**src/hbp_pkg.sv**
```systemverilog
// Constants and types for the H-bridge PWM duty mapper
package hbp_pkg;
    localparam int unsigned DW = 16;
    localparam int unsigned NUM_W = 32;
    // ****************************************************
    // Register byte offsets
    // ****************************************************
    localparam logic [7:0] OFF_CTRL    = 8'h00;
    localparam logic [7:0] OFF_CTL_OUT = 8'h04;
    localparam logic [7:0] OFF_E_MIN   = 8'h08;
    localparam logic [7:0] OFF_E_MAX   = 8'h0C;
    localparam logic [7:0] OFF_T_MIN   = 8'h10;
    localparam logic [7:0] OFF_T_MAX   = 8'h14;
    localparam logic [7:0] OFF_PERIOD  = 8'h18;
    localparam logic [7:0] OFF_DEAD    = 8'h1C;
    localparam logic [7:0] OFF_STATUS  = 8'h20;
    localparam logic [7:0] OFF_DUTY_AH = 8'h24;
    localparam logic [7:0] OFF_ON_TIME = 8'h28;
    // ****************************************************
    // Fields and reset values
    // ****************************************************
    localparam int unsigned CTRL_EN_BIT = 0;
    localparam int unsigned ST_BUSY_BIT = 0;
    localparam int unsigned ST_PEND_BIT = 1;
    localparam int unsigned ST_CHI_BIT  = 2;
    localparam int unsigned ST_CLO_BIT  = 3;
    localparam logic [DW-1:0] RST_CTL_OUT = 16'h0000;
    localparam logic [DW-1:0] RST_E_MIN   = 16'hC000;
    localparam logic [DW-1:0] RST_E_MAX   = 16'h3FFF;
    localparam logic [DW-1:0] RST_T_MIN   = 16'h0064;
    localparam logic [DW-1:0] RST_T_MAX   = 16'h0384;
    localparam logic [DW-1:0] RST_PERIOD  = 16'h03E8;
    localparam logic [DW-1:0] RST_DEAD    = 16'h000A;
    localparam logic [DW-1:0] SIGN_FLIP   = 16'h8000;
    localparam logic [1:0]    HTRANS_NSEQ = 2'h2;
    typedef enum logic [3:0] {
        S_IDLE = 4'b0001,
        S_MUL  = 4'b0010,
        S_DIV  = 4'b0100,
        S_FIN  = 4'b1000
    } hbp_state_e;
endpackage

```
**src/hbp_div.sv**
```systemverilog
// Restoring serial divider, one quotient bit per clock
`timescale 1ns/100ps
module hbp_div (
    input  wire logic                     clk,
    input  wire logic                     rst_n,
    input  wire logic                     start,
    input  wire logic [hbp_pkg::NUM_W-1:0] num,
    input  wire logic [hbp_pkg::DW-1:0]   den,
    output logic                          busy,
    output logic                          done,
    output logic [hbp_pkg::NUM_W-1:0]     quot
);
    import hbp_pkg::*;
    logic [NUM_W-1:0] quot_q, quot_d;
    logic [DW:0]      rem_q, rem_d;
    logic [DW-1:0]    den_q, den_d;
    logic [5:0]       cnt_q, cnt_d;
    logic             busy_q, busy_d, done_q, done_d;
    logic [DW:0]      trial;

    always_comb begin
        quot_d = quot_q;
        rem_d  = rem_q;
        den_d  = den_q;
        cnt_d  = cnt_q;
        busy_d = busy_q;
        done_d = 1'b0;
        trial  = {rem_q[DW-1:0], quot_q[NUM_W-1]};
        if (start && !busy_q) begin
            quot_d = num;
            rem_d  = '0;
            den_d  = den;
            cnt_d  = 6'(NUM_W);
            busy_d = 1'b1;
        end else if (busy_q) begin
            // Shift dividend bits out as quotient bits shift in
            if (trial >= {1'b0, den_q}) begin
                rem_d  = trial - {1'b0, den_q};
                quot_d = {quot_q[NUM_W-2:0], 1'b1};
            end else begin
                rem_d  = trial;
                quot_d = {quot_q[NUM_W-2:0], 1'b0};
            end
            cnt_d = cnt_q - 6'h01;
            if (cnt_q == 6'h01) begin
                busy_d = 1'b0;
                done_d = 1'b1;
            end
        end
    end

    always_ff @(posedge clk or negedge rst_n) begin
        if (!rst_n) begin
            quot_q <= '0;
            rem_q  <= '0;
            den_q  <= '0;
            cnt_q  <= '0;
            busy_q <= 1'b0;
            done_q <= 1'b0;
        end else begin
            quot_q <= quot_d;
            rem_q  <= rem_d;
            den_q  <= den_d;
            cnt_q  <= cnt_d;
            busy_q <= busy_d;
            done_q <= done_d;
        end
    end

    assign busy = busy_q;
    assign done = done_q;
    assign quot = quot_q;
endmodule // hbp_div

```
**src/hbp_duty_mapper.sv**
```systemverilog
// H-bridge PWM duty mapper with AHB-Lite register slave
// Contract
// All four drives share one counter, one period.
// High and low switch of a side never conduct together.
// Dead interval on both edges between high and low conduction.
// Every duty value counts the high time of its output.
// Low switches conduct while their drive is high.
// High switches conduct while drive low; conduction is one minus duty.
// Side A low duty is side A high duty minus twice dead time.
// Side B high is one minus A high; B low subtracts twice dead.
// Current from A to B is positive; controller output rises.
// Side A high on-time rises monotonically with controller output.
// Controller output clamped to programmable upper and lower limits.
// Lower limit maps to minimum on-time, upper to maximum.
// On-time is linear interpolation between the limits.
// After on-time, derive all four duties and load them together.
// Duties kept inside a bounded sub-range of the period.
// Duties and dead time are counts; update only at period boundary.
//
// The register offsets and register access over AHB-Lite were chosen for this implementation.
`timescale 1ns/100ps
module hbp_duty_mapper (
    input  wire logic                 sys_clk,
    input  wire logic                 rst_n,
    input  wire logic                 hsel,
    input  wire logic [31:0]          haddr,
    input  wire logic [1:0]           htrans,
    input  wire logic                 hwrite,
    input  wire logic [2:0]           hsize,
    input  wire logic [31:0]          hwdata,
    input  wire logic                 hready,
    output logic [31:0]               hrdata,
    output logic                      hreadyout,
    output logic                      hresp,
    output logic                      side_a_high_drive,
    output logic                      side_a_low_drive,
    output logic                      side_b_high_drive,
    output logic                      side_b_low_drive
);
    import hbp_pkg::*;

    function automatic logic [DW-1:0] sat_sub(input logic [DW-1:0] a, input logic [DW-1:0] b);
        sat_sub = (a > b) ? a - b : '0;
    endfunction

    // ****************************************************
    // Reset release
    // ****************************************************
    logic rst_m_q, rst_s_q;
    always_ff @(posedge sys_clk or negedge rst_n) begin
        if (!rst_n) begin
            rst_m_q <= 1'b0;
            rst_s_q <= 1'b0;
        end else begin
            rst_m_q <= 1'b1;
            rst_s_q <= rst_m_q;
        end
    end

    // ****************************************************
    // AHB-Lite slave: writes zero wait, reads one wait
    // ****************************************************
    logic       wr_ph_q, wr_ph_d, rd_wait_q, rd_wait_d;
    logic [7:0] dp_addr_q, dp_addr_d;
    logic [31:0] hrdata_q, hrdata_d;
    logic       addr_ok;
    assign addr_ok = hsel && hready && (htrans == HTRANS_NSEQ);

    logic          en_q, en_d, go_q, go_d;
    logic [DW-1:0] ctl_q, ctl_d, emin_q, emin_d, emax_q, emax_d;
    logic [DW-1:0] tmin_q, tmin_d, tmax_q, tmax_d, per_q, per_d, dead_q, dead_d;
    logic          chi_q, chi_d, clo_q, clo_d;
    hbp_state_e    st_q, st_d;
    logic          pend_q, pend_d;
    logic [DW-1:0] on_q, on_d, dah_p_q, dah_p_d, dal_p_q, dal_p_d;
    logic [DW-1:0] dbh_p_q, dbh_p_d, dbl_p_q, dbl_p_d, per_p_q, per_p_d, dead_p_q, dead_p_d;
    logic [DW-1:0] dah_q, dah_d, dal_q, dal_d, dbl_q, dbl_d;
    logic [DW-1:0] per_a_q, per_a_d, dead_a_q, dead_a_d, cnt_q, cnt_d;
    logic          wrap;
    logic          wr_ctl;
    assign wr_ctl = wr_ph_q && (dp_addr_q == OFF_CTL_OUT);

    always_comb begin
        wr_ph_d   = addr_ok && hwrite;
        rd_wait_d = addr_ok && !hwrite;
        dp_addr_d = addr_ok ? haddr[7:0] : dp_addr_q;
        hrdata_d  = hrdata_q;
        if (rd_wait_q) begin
            unique case (dp_addr_q)
                OFF_CTRL:    hrdata_d = {31'h0, en_q};
                OFF_CTL_OUT: hrdata_d = {16'h0, ctl_q};
                OFF_E_MIN:   hrdata_d = {16'h0, emin_q};
                OFF_E_MAX:   hrdata_d = {16'h0, emax_q};
                OFF_T_MIN:   hrdata_d = {16'h0, tmin_q};
                OFF_T_MAX:   hrdata_d = {16'h0, tmax_q};
                OFF_PERIOD:  hrdata_d = {16'h0, per_q};
                OFF_DEAD:    hrdata_d = {16'h0, dead_q};
                OFF_STATUS:  hrdata_d = {28'h0, clo_q, chi_q, pend_q, st_q != S_IDLE};
                OFF_DUTY_AH: hrdata_d = {16'h0, dah_q};
                OFF_ON_TIME: hrdata_d = {16'h0, on_q};
                default:     hrdata_d = 32'h0;
            endcase
        end
        en_d   = en_q;
        ctl_d  = ctl_q;
        emin_d = emin_q;
        emax_d = emax_q;
        tmin_d = tmin_q;
        tmax_d = tmax_q;
        per_d  = per_q;
        dead_d = dead_q;
        if (wr_ph_q) begin
            unique case (dp_addr_q)
                OFF_CTRL:    en_d   = hwdata[CTRL_EN_BIT];
                OFF_CTL_OUT: ctl_d  = hwdata[DW-1:0];
                OFF_E_MIN:   emin_d = hwdata[DW-1:0];
                OFF_E_MAX:   emax_d = hwdata[DW-1:0];
                OFF_T_MIN:   tmin_d = hwdata[DW-1:0];
                OFF_T_MAX:   tmax_d = hwdata[DW-1:0];
                OFF_PERIOD:  per_d  = hwdata[DW-1:0];
                OFF_DEAD:    dead_d = hwdata[DW-1:0];
                default:     en_d   = en_q;
            endcase
        end
    end

    always_ff @(posedge sys_clk or negedge rst_s_q) begin
        if (!rst_s_q) begin
            wr_ph_q   <= 1'b0;
            rd_wait_q <= 1'b0;
            dp_addr_q <= '0;
            hrdata_q  <= '0;
            en_q      <= 1'b0;
            ctl_q     <= RST_CTL_OUT;
            emin_q    <= RST_E_MIN;
            emax_q    <= RST_E_MAX;
            tmin_q    <= RST_T_MIN;
            tmax_q    <= RST_T_MAX;
            per_q     <= RST_PERIOD;
            dead_q    <= RST_DEAD;
        end else begin
            wr_ph_q   <= wr_ph_d;
            rd_wait_q <= rd_wait_d;
            dp_addr_q <= dp_addr_d;
            hrdata_q  <= hrdata_d;
            en_q      <= en_d;
            ctl_q     <= ctl_d;
            emin_q    <= emin_d;
            emax_q    <= emax_d;
            tmin_q    <= tmin_d;
            tmax_q    <= tmax_d;
            per_q     <= per_d;
            dead_q    <= dead_d;
        end
    end
    assign hreadyout = !rd_wait_q;
    assign hresp     = 1'b0;
    assign hrdata    = hrdata_q;

    // ****************************************************
    // Clamp, linear map and duty derivation
    // ****************************************************
    // Sign bit flipped so unsigned compares order signed values
    // signed order kept
    logic [DW-1:0] u_ctl, u_min, u_max, espan, tspan, diff_q, diff_d;
    logic [NUM_W-1:0] quot;
    logic          div_done, div_start;
    logic [DW:0]   on_sum;
    assign u_ctl = ctl_q ^ SIGN_FLIP;
    assign u_min = emin_q ^ SIGN_FLIP;
    assign u_max = emax_q ^ SIGN_FLIP;
    assign espan = sat_sub(u_max, u_min);
    assign tspan = sat_sub(tmax_q, tmin_q);
    assign div_start = (st_q == S_MUL) && (espan != '0);
    assign on_sum = {1'b0, quot[DW-1:0]} + {1'b0, tmin_q};

    hbp_div u_div (
        .clk   (sys_clk),
        .rst_n (rst_s_q),
        .start (div_start),
        .num   (NUM_W'(diff_q) * NUM_W'(tspan)),
        .den   (espan),
        .busy  (),
        .done  (div_done),
        .quot  (quot)
    );

    always_comb begin
        st_d     = st_q;
        diff_d   = diff_q;
        chi_d    = chi_q;
        clo_d    = clo_q;
        on_d     = on_q;
        dah_p_d  = dah_p_q;
        dal_p_d  = dal_p_q;
        dbh_p_d  = dbh_p_q;
        dbl_p_d  = dbl_p_q;
        per_p_d  = per_p_q;
        dead_p_d = dead_p_q;
        // New controller word wins over the clear
        go_d     = wr_ctl ? 1'b1 : (go_q && st_q != S_IDLE);
        unique case (st_q)
            S_IDLE: if (go_q) begin
                // saturate at limits
                chi_d  = u_ctl > u_max;
                clo_d  = u_ctl < u_min;
                diff_d = chi_d ? espan : (clo_d ? '0 : sat_sub(u_ctl, u_min));
                st_d   = S_MUL;
            end
            S_MUL: begin
                if (espan == '0) begin
                    on_d = tmin_q;
                    st_d = S_FIN;
                end else begin
                    st_d = S_DIV;
                end
            end
            S_DIV: if (div_done) begin
                // scaled offset plus minimum; R12 ends map to limits
                on_d = on_sum[DW] ? '1 : on_sum[DW-1:0];
                st_d = S_FIN;
            end
            S_FIN: begin
                // on-time kept inside the period
                if (on_q > per_q) begin
                    on_d = per_q;
                end
                // high-switch conducts while low, so duty is period minus on
                dah_p_d  = sat_sub(per_q, (on_q > per_q) ? per_q : on_q);
                // side A low loses a dead time at each edge
                dal_p_d  = sat_sub(dah_p_d, {dead_q[DW-2:0], 1'b0});
                // side B complementary to side A
                dbh_p_d  = per_q - dah_p_d;
                dbl_p_d  = sat_sub(dbh_p_d, {dead_q[DW-2:0], 1'b0});
                per_p_d  = per_q;
                dead_p_d = dead_q;
                st_d     = S_IDLE;
            end
        endcase
        // all four duties staged together
        pend_d = (st_q == S_FIN) ? 1'b1 : (wrap ? 1'b0 : pend_q);
    end

    always_ff @(posedge sys_clk or negedge rst_s_q) begin
        if (!rst_s_q) begin
            st_q     <= S_IDLE;
            go_q     <= 1'b0;
            diff_q   <= '0;
            chi_q    <= 1'b0;
            clo_q    <= 1'b0;
            on_q     <= '0;
            pend_q   <= 1'b0;
            dah_p_q  <= '0;
            dal_p_q  <= '0;
            dbh_p_q  <= '0;
            dbl_p_q  <= '0;
            per_p_q  <= RST_PERIOD;
            dead_p_q <= RST_DEAD;
        end else begin
            st_q     <= st_d;
            go_q     <= go_d;
            diff_q   <= diff_d;
            chi_q    <= chi_d;
            clo_q    <= clo_d;
            on_q     <= on_d;
            pend_q   <= pend_d;
            dah_p_q  <= dah_p_d;
            dal_p_q  <= dal_p_d;
            dbh_p_q  <= dbh_p_d;
            dbl_p_q  <= dbl_p_d;
            per_p_q  <= per_p_d;
            dead_p_q <= dead_p_d;
        end
    end

    // ****************************************************
    // PWM counter and drives
    // ****************************************************
    logic ah_d, al_d, bh_d, bl_d, ah_q, al_q, bh_q, bl_q;
    logic [DW:0] a_lo_end, b_lo_beg, b_lo_end;
    // single counter sets the common period
    assign wrap = (cnt_q >= per_a_q - 16'h0001) || (per_a_q == '0);

    always_comb begin
        cnt_d    = wrap ? '0 : cnt_q + 16'h0001;
        // staged counts go live only at the boundary
        dah_d    = (wrap && pend_q) ? dah_p_q : dah_q;
        dal_d    = (wrap && pend_q) ? dal_p_q : dal_q;
        dbl_d    = (wrap && pend_q) ? dbl_p_q : dbl_q;
        per_a_d  = (wrap && pend_q) ? per_p_q : per_a_q;
        dead_a_d = (wrap && pend_q) ? dead_p_q : dead_a_q;
        a_lo_end = {1'b0, dead_a_q} + {1'b0, dal_q};
        b_lo_beg = {1'b0, dah_q} + {1'b0, dead_a_q};
        b_lo_end = b_lo_beg + {1'b0, dbl_q};
        // each drive is high for its duty count
        ah_d = (cnt_q < dah_q);
        bh_d = !ah_d;
        // low drives sit a dead time inside the opposite window
        al_d = ({1'b0, cnt_q} >= {1'b0, dead_a_q}) && ({1'b0, cnt_q} < a_lo_end);
        bl_d = ({1'b0, cnt_q} >= b_lo_beg) && ({1'b0, cnt_q} < b_lo_end);
        // Disabled: drives high side off (p-channel high), low side off
        if (!en_q) begin
            ah_d = 1'b1;
            bh_d = 1'b1;
            al_d = 1'b0;
            bl_d = 1'b0;
        end
    end

    always_ff @(posedge sys_clk or negedge rst_s_q) begin
        if (!rst_s_q) begin
            cnt_q    <= '0;
            dah_q    <= '0;
            dal_q    <= '0;
            dbl_q    <= '0;
            per_a_q  <= RST_PERIOD;
            dead_a_q <= RST_DEAD;
            ah_q     <= 1'b1;
            bh_q     <= 1'b1;
            al_q     <= 1'b0;
            bl_q     <= 1'b0;
        end else begin
            cnt_q    <= cnt_d;
            dah_q    <= dah_d;
            dal_q    <= dal_d;
            dbl_q    <= dbl_d;
            per_a_q  <= per_a_d;
            dead_a_q <= dead_a_d;
            ah_q     <= ah_d;
            bh_q     <= bh_d;
            al_q     <= al_d;
            bl_q     <= bl_d;
        end
    end
    assign side_a_high_drive = ah_q;
    assign side_a_low_drive  = al_q;
    assign side_b_high_drive = bh_q;
    assign side_b_low_drive  = bl_q;
endmodule // hbp_duty_mapper

```
**config.mk**
```make
export PLATFORM = sky130hd
export DESIGN_NAME = hbp_duty_mapper
export DESIGN_NICKNAME = d
export VERILOG_FILES = /design/src/hbp_pkg.sv /design/src/hbp_div.sv /design/src/hbp_duty_mapper.sv
export SDC_FILE = /design/constraint.sdc
export NUM_CORES = 2
export LEC_CHECK = 0
export BUFFER_PORTS_ARGS = -buffer_cell sky130_fd_sc_hd__buf_2
export CORE_MARGIN = 5
export CORE_UTILIZATION = 50
export CTS_CLUSTER_SIZE = 10
export DETAILED_ROUTE_END_ITERATION = 12
export PLACE_DENSITY = 0.69
export SKIP_CTS_REPAIR_TIMING = 1
export SYNTH_ARGS = -nofsm -noshare
export SYNTH_HDL_FRONTEND = slang
export SYNTH_SLANG_ARGS = --single-unit
```
**constraint.sdc**
```tcl
create_clock -name sys_clk -period 13.75 [get_ports sys_clk]
set_input_delay 4.125 -clock sys_clk [delete_from_list [all_inputs] [get_ports sys_clk]]
set_output_delay 4.125 -clock sys_clk [all_outputs]
set_load 0.005 [all_outputs]
```
Yosys cells after proc, flatten, opt, wreduce, memory -nomap -nowiden
Cells that the tools add are included.
{"block": "op_classes", "n_addsub": 15, "multipliers": 1, "n_lt_le_gt_ge": 16, "n_eq_ne": 20, "muxes": 40, "bitwise_logic": 3, "n_reduce_logical": 34}
{"operator": "16-bit 2-to-1 mux", "count": 16}
{"operator": "16-bit case mux with 11 select lines", "count": 1}
{"operator": "16-bit greater-than comparator", "count": 8}
{"operator": "16-bit subtractor", "count": 8}
{"operator": "32-bit 2-to-1 mux", "count": 2}
{"operator": "16-bit by 16-bit adder with 17-bit output", "count": 3}
{"operator": "16-bit case mux with 3 select lines", "count": 1}
{"operator": "16-bit by 17-bit < comparator with 1-bit output", "count": 2}
{"operator": "8-bit by 5-bit == test with 1-bit output, second input constant", "count": 4}
{"operator": "16-bit >= comparator", "count": 2}
{"operator": "16-bit logical NOT", "count": 2}
{"operator": "16-bit < comparator", "count": 2}
{"operator": "16-bit by 16-bit multiplier with 32-bit output", "count": 1}
{"operator": "8-bit by 6-bit == test with 1-bit output, second input constant", "count": 3}
{"operator": "2-bit AND reduction", "count": 10}
{"operator": "17-bit by 16-bit adder with 17-bit output", "count": 1}
{"operator": "16-bit by 17-bit >= comparator with 1-bit output", "count": 1}
{"operator": "17-bit by 16-bit >= comparator with 1-bit output", "count": 1}
{"operator": "16-bit by 1-bit adder with 16-bit output, second input constant", "count": 1}
{"operator": "8-bit by 4-bit == test with 1-bit output, second input constant", "count": 2}
{"operator": "4-bit case mux with 4 select lines", "count": 1}
{"operator": "16-bit nonzero test", "count": 1}
{"operator": "16-bit by 1-bit subtractor with 16-bit output, second input constant", "count": 1}
{"operator": "1-bit 2-to-1 mux", "count": 14}
{"operator": "other kinds (21)", "count": 41}
{"block": "word_totals", "ff_bits": 449, "inputBits": 74, "out_inout_bits": 38, "elab_cells": 171}

Longest topological paths before layout
{"block": "depth", "ltp_word": 7, "mapped_depth": 41, "mapped_depth_nobuf": 39}

Cells and area by module
A second synthesis with hierarchy kept.
{"block": "hier_totals", "hier_cells": 4189, "area_unflattened_um2": 38833.5}
{"module": "hbp_duty_mapper", "instances": 1, "cells_per_inst": 3749, "area_each_um2": 34549.4, "seq_area_each_um2": 9096.2}
{"module": "hbp_div", "instances": 1, "cells_per_inst": 440, "area_each_um2": 4284.1, "seq_area_each_um2": 1801.7}

Least setup slack after synthesis
Ideal clock, no wire load.
{"block": "synth_path", "path_type": "flip-flop to flip-flop", "start": "register tmin_q[0]", "end": "register u_div.quot_q[27], in the netlist u_div.quot[27]", "setup_time_ps": 126, "t_arrival_ps": 8229, "required_time_ps": 13624, "path_slack_ps": 5395, "path_stages_with_launch": 32, "path_buffers": 2, "period_less_slack_ps": 8355, "path_cell_list": "dfrtp_1 -> ha_1 -> fa_1 -> nor2b_1 -> o21ai_0 -> a21boi_0 -> o21ai_0 -> a21boi_0 -> o21ai_0 -> o31a_1 -> buf_2 -> clkbuf_1 -> nor2_1 -> nand2_1 -> fa_1 -> fa_1 -> fa_1 -> fa_1 -> inv_1 -> fa_1 -> inv_1 -> fa_1 -> inv_1 -> ha_1 -> and2_1 -> a311oi_1 -> o211ai_1 -> a21oi_1 -> o21bai_1 -> a311oi_1 -> a2111oi_2 -> a221o_1"}
{"block": "synth_between", "elab_chain_cells": 4, "elab_cells_between_ends": 5, "cone_classes": "1 x add/sub; 1 x mul; 1 x order compare; 2 x mux"}
{"element": "start: declaration", "line": "hbp_duty_mapper.sv:71", "text": "logic [DW-1:0] tmin_q, tmin_d, tmax_q, tmax_d, per_q, per_d, dead_q, dead_d;"}
{"element": "start signal: assignment", "line": "hbp_duty_mapper.sv:150", "text": "tmin_q <= tmin_d;"}
{"element": "16-bit subtractor / 16-bit greater-than comparator (equally long branches)", "line": "hbp_duty_mapper.sv:43", "text": "sat_sub = (a > b) ? a - b : '0;"}
{"element": "16-bit 2-to-1 mux (*)", "line": "hbp_duty_mapper.sv:43"}
{"element": "16-bit by 16-bit multiplier with 32-bit output (*)", "line": "hbp_duty_mapper.sv:181", "text": ".num (NUM_W'(diff_q) * NUM_W'(tspan)),"}
{"element": "32-bit 2-to-1 mux (*)", "line": "hbp_div.sv:29", "text": "if (start && !busy_q) begin"}
{"element": "end signal: assignment", "line": "hbp_div.sv:61", "text": "quot_q <= quot_d;"}
{"element": "end: declaration", "line": "hbp_div.sv:14", "text": "logic [NUM_W-1:0] quot_q, quot_d;"}
Mark *: on every way between the ends. The rest lies on a longest branch, timed or not.
A chain may end at the register's enable or synchronous reset.

Worst setup path in the final report
{"block": "layout_path", "start": "register tmin_q[2]", "end": "register u_div.quot_q[27], in the netlist u_div.quot[27]"}
Same word-level chain as after synthesis.

==> impl_metrics.toml <==
[outcome]
status = "complete, no violations"

[sta]
final_max_slew_viol_count = 0
whs_ps = 354.5
skew_ps = 37.43
relSlewSlack_pct = 26.77
hold_violations = 0
setup_tns_ps = 0
min_period_ps = 10440
fin_ws_ps = 3308
rsz0062_at_grt = "no"
period_share_pct = 75.94
fmax_mhz = 95.77
setup_viol = 0
worst_slew_pin_slew_ps = 1094

[clock_network]
cts_sinks = 433
cts_tree = "done"
cts_buffers = 54
root_buffer = "clkbuf_16"
insertion_delay_ps = 630
clk_pin_slew_worst_paths_ps = 60
cts_max_path_buffers = 3
cts_htree_levels = 2

[worst_setup_path]
cp-end-kind = "flop"
regToRegSetupSlack_ps = 3310
crit_fanout = 78
slowest_delay_ps = 820
worstPathRequired_ps = 14270
critPathMostFrequentCell = "fa_1"
critPathBufInv = 6
cp.depth = 30
r2r_end = "u_div.quot[27]"
worst_ep_arrival_time_ps = 10960
reg2reg_depth = 30
cpMaxStageDelayCell = "o31a_2"
endpoint = "u_div.quot[27]"
crit_type = "reg -> reg"
cp-startpoint = "tmin_q[2]"
r2r-start = "tmin_q[2]"
start_kind = "flop"
cp_top_family = "compound AO/OA/AOI/OAI gates"

[synth]
synth.area.mux_share_pct = 6.895
ys_warn_count = 0
syn_inst = 4133
syn_avg_cell_area_um2 = 9.273
netlist.area_leader.share_pct = 25.01
synth_edf_count = 0
synth_top_family_by_area = "adder cells"
yosys-top-cells-area = "dfrtp_1 (25%), ha_1 (14%), fa_1 (11%)"
synth_seq_cells = 433
synth-seq-area-share_pct = 28.44
yosysTopAreaCell = "dfrtp_1"
synth_compound_area_share_pct = 15.48
synthFlopType = "dfrtp_1"
synthDistinctLibCells = 91
netlist_area_mm2 = 0.03833
yosysMostFrequentCell = "inv_1"
synthAdderAreaFrac_pct = 24.57
synthArstFlopShare_pct = 100.0
synth_common_cells = "inv_1 (478), ha_1 (423), nand2_1 (388)"
yosys.area_share.simple_pct = 13.50
yosys.area_share.xor_xnor_pct = 4.433

[pwr]
leakage_nw = 20.03
irDropWorstVdd_mv = 1.021
pwr_density_cell_mw_per_mm2 = 199.2
power_mw = 8.252

[floorplanning]
fp.coreArea_mm2 = 0.07595
die_h_um = 286.9
die_w_um = 286.9
num_rows = 101
initial_core_util_pct = 50.46
die_area_mm2 = 0.08229
ios = 112

[placed_design]
hpwlAfterDp_mm = 86.38
post-place-ws_ps = 3384
placed_cells = 5122
io_buffers = 51
placed_area_mm2 = 0.03968
gp_congestion = 0.9579

[flow_run]
maxCapViolCount = 0

[drt]
drt_iter0_drc = 2158
viasPerCell = 5.916
vias = 30930
firstDrtPassIters = 7
wl_mm = 112.2
post-route-drc-count = 0
final_antenna_net_count = 0
routedWlPerCell_um = 21.45

[layout]
n_fill_cell = 6829
area_growth_pct = 8.077
fin_area_mm2 = 0.04142
final_cells = 5229
drive_gt1_share_pct = 10.93
largest_register_ff_count = 32
finalNetCount = 4851
post-route-util_pct = 54.54

[global_route]
antenna_found_initial = 13
first_global_vias = 30620
overflow = 0
grt_usage_pct = 26.96
grt_pass1_wl_mm = 175.7
grt_max_degree = 179

[hold_path]
hp-class = "reg -> async"
## area by class of cell
class	instances	area (um2)	area share (%)
Multi-Input combinational cell	3072	25020	60.41
Sequential cell	433	10910	26.33
Inverter	486	1824	4.404
Clock buffer	89	1563	3.773
Tap cell	1030	1289	3.111
Timing Repair Buffer	101	643.1	1.553
Clock inverter	11	156.4	0.3776
Antenna cell	7	17.52	0.04229
## power by group
group / internal, mW / switching (mW)
clock: 0.828 / 0.582
combinational: 2.22 / 3.23
sequential: 1.32 / 0.0613
## placed cells by master (no fill, tap or decap), drive strengths merged, types with 40 or more instances in the layout
| cell type | instances |
|---|---|
| inv | 479 |
| ha | 423 |
| nand2 | 389 |
| dfrtp | 383 |
| nor2 | 228 |
| mux2 | 208 |
| fa | 206 |
| o21ai | 206 |
| a21oi | 204 |
| nor3 | 154 |
| xnor2 | 119 |
| buf | 101 |
| a21o | 90 |
| clkbuf | 89 |
| nand3 | 80 |
| xor2 | 75 |
| dfstp | 50 |
| nor2b | 42 |
| a22o | 40 |
## worst register-to-register path: cells and delay by family (launching register included)
kind / cells / cell delay [ps]
compound gates: 13 / 4350
fa+ha+maj: 8 / 3840
buf+inv: 6 / 980
flops: 1 / 650
simple gates: 3 / 500
## cells by family after synthesis
family	after synthesis
compound gates	886
xor+xnor	194
fa+ha+maj	629
buf+inv	644
flops	433
mux	238
other cells	2
simple gates	1107
## layer usage
layer	GRT usage, %	routed length (um)
met5	0	47
met4	13.40	6633
met3	4.052	7752
met2	43.57	51300
met1	35.54	46430
## worst min path at each step
stage,endpoint,slack [ps],cells after the start
5_1_grt,rst_s_q,370,0
6_report,u_div.quot[20],350,0
3_5_place_dp,rst_s_q,340,0
2_1_floorplan,rst_s_q,330,0
4_1_cts,rst_s_q,360,0
3_3_place_gp,rst_s_q,340,0
Note: power is estimated with default switching activity, not from simulation.
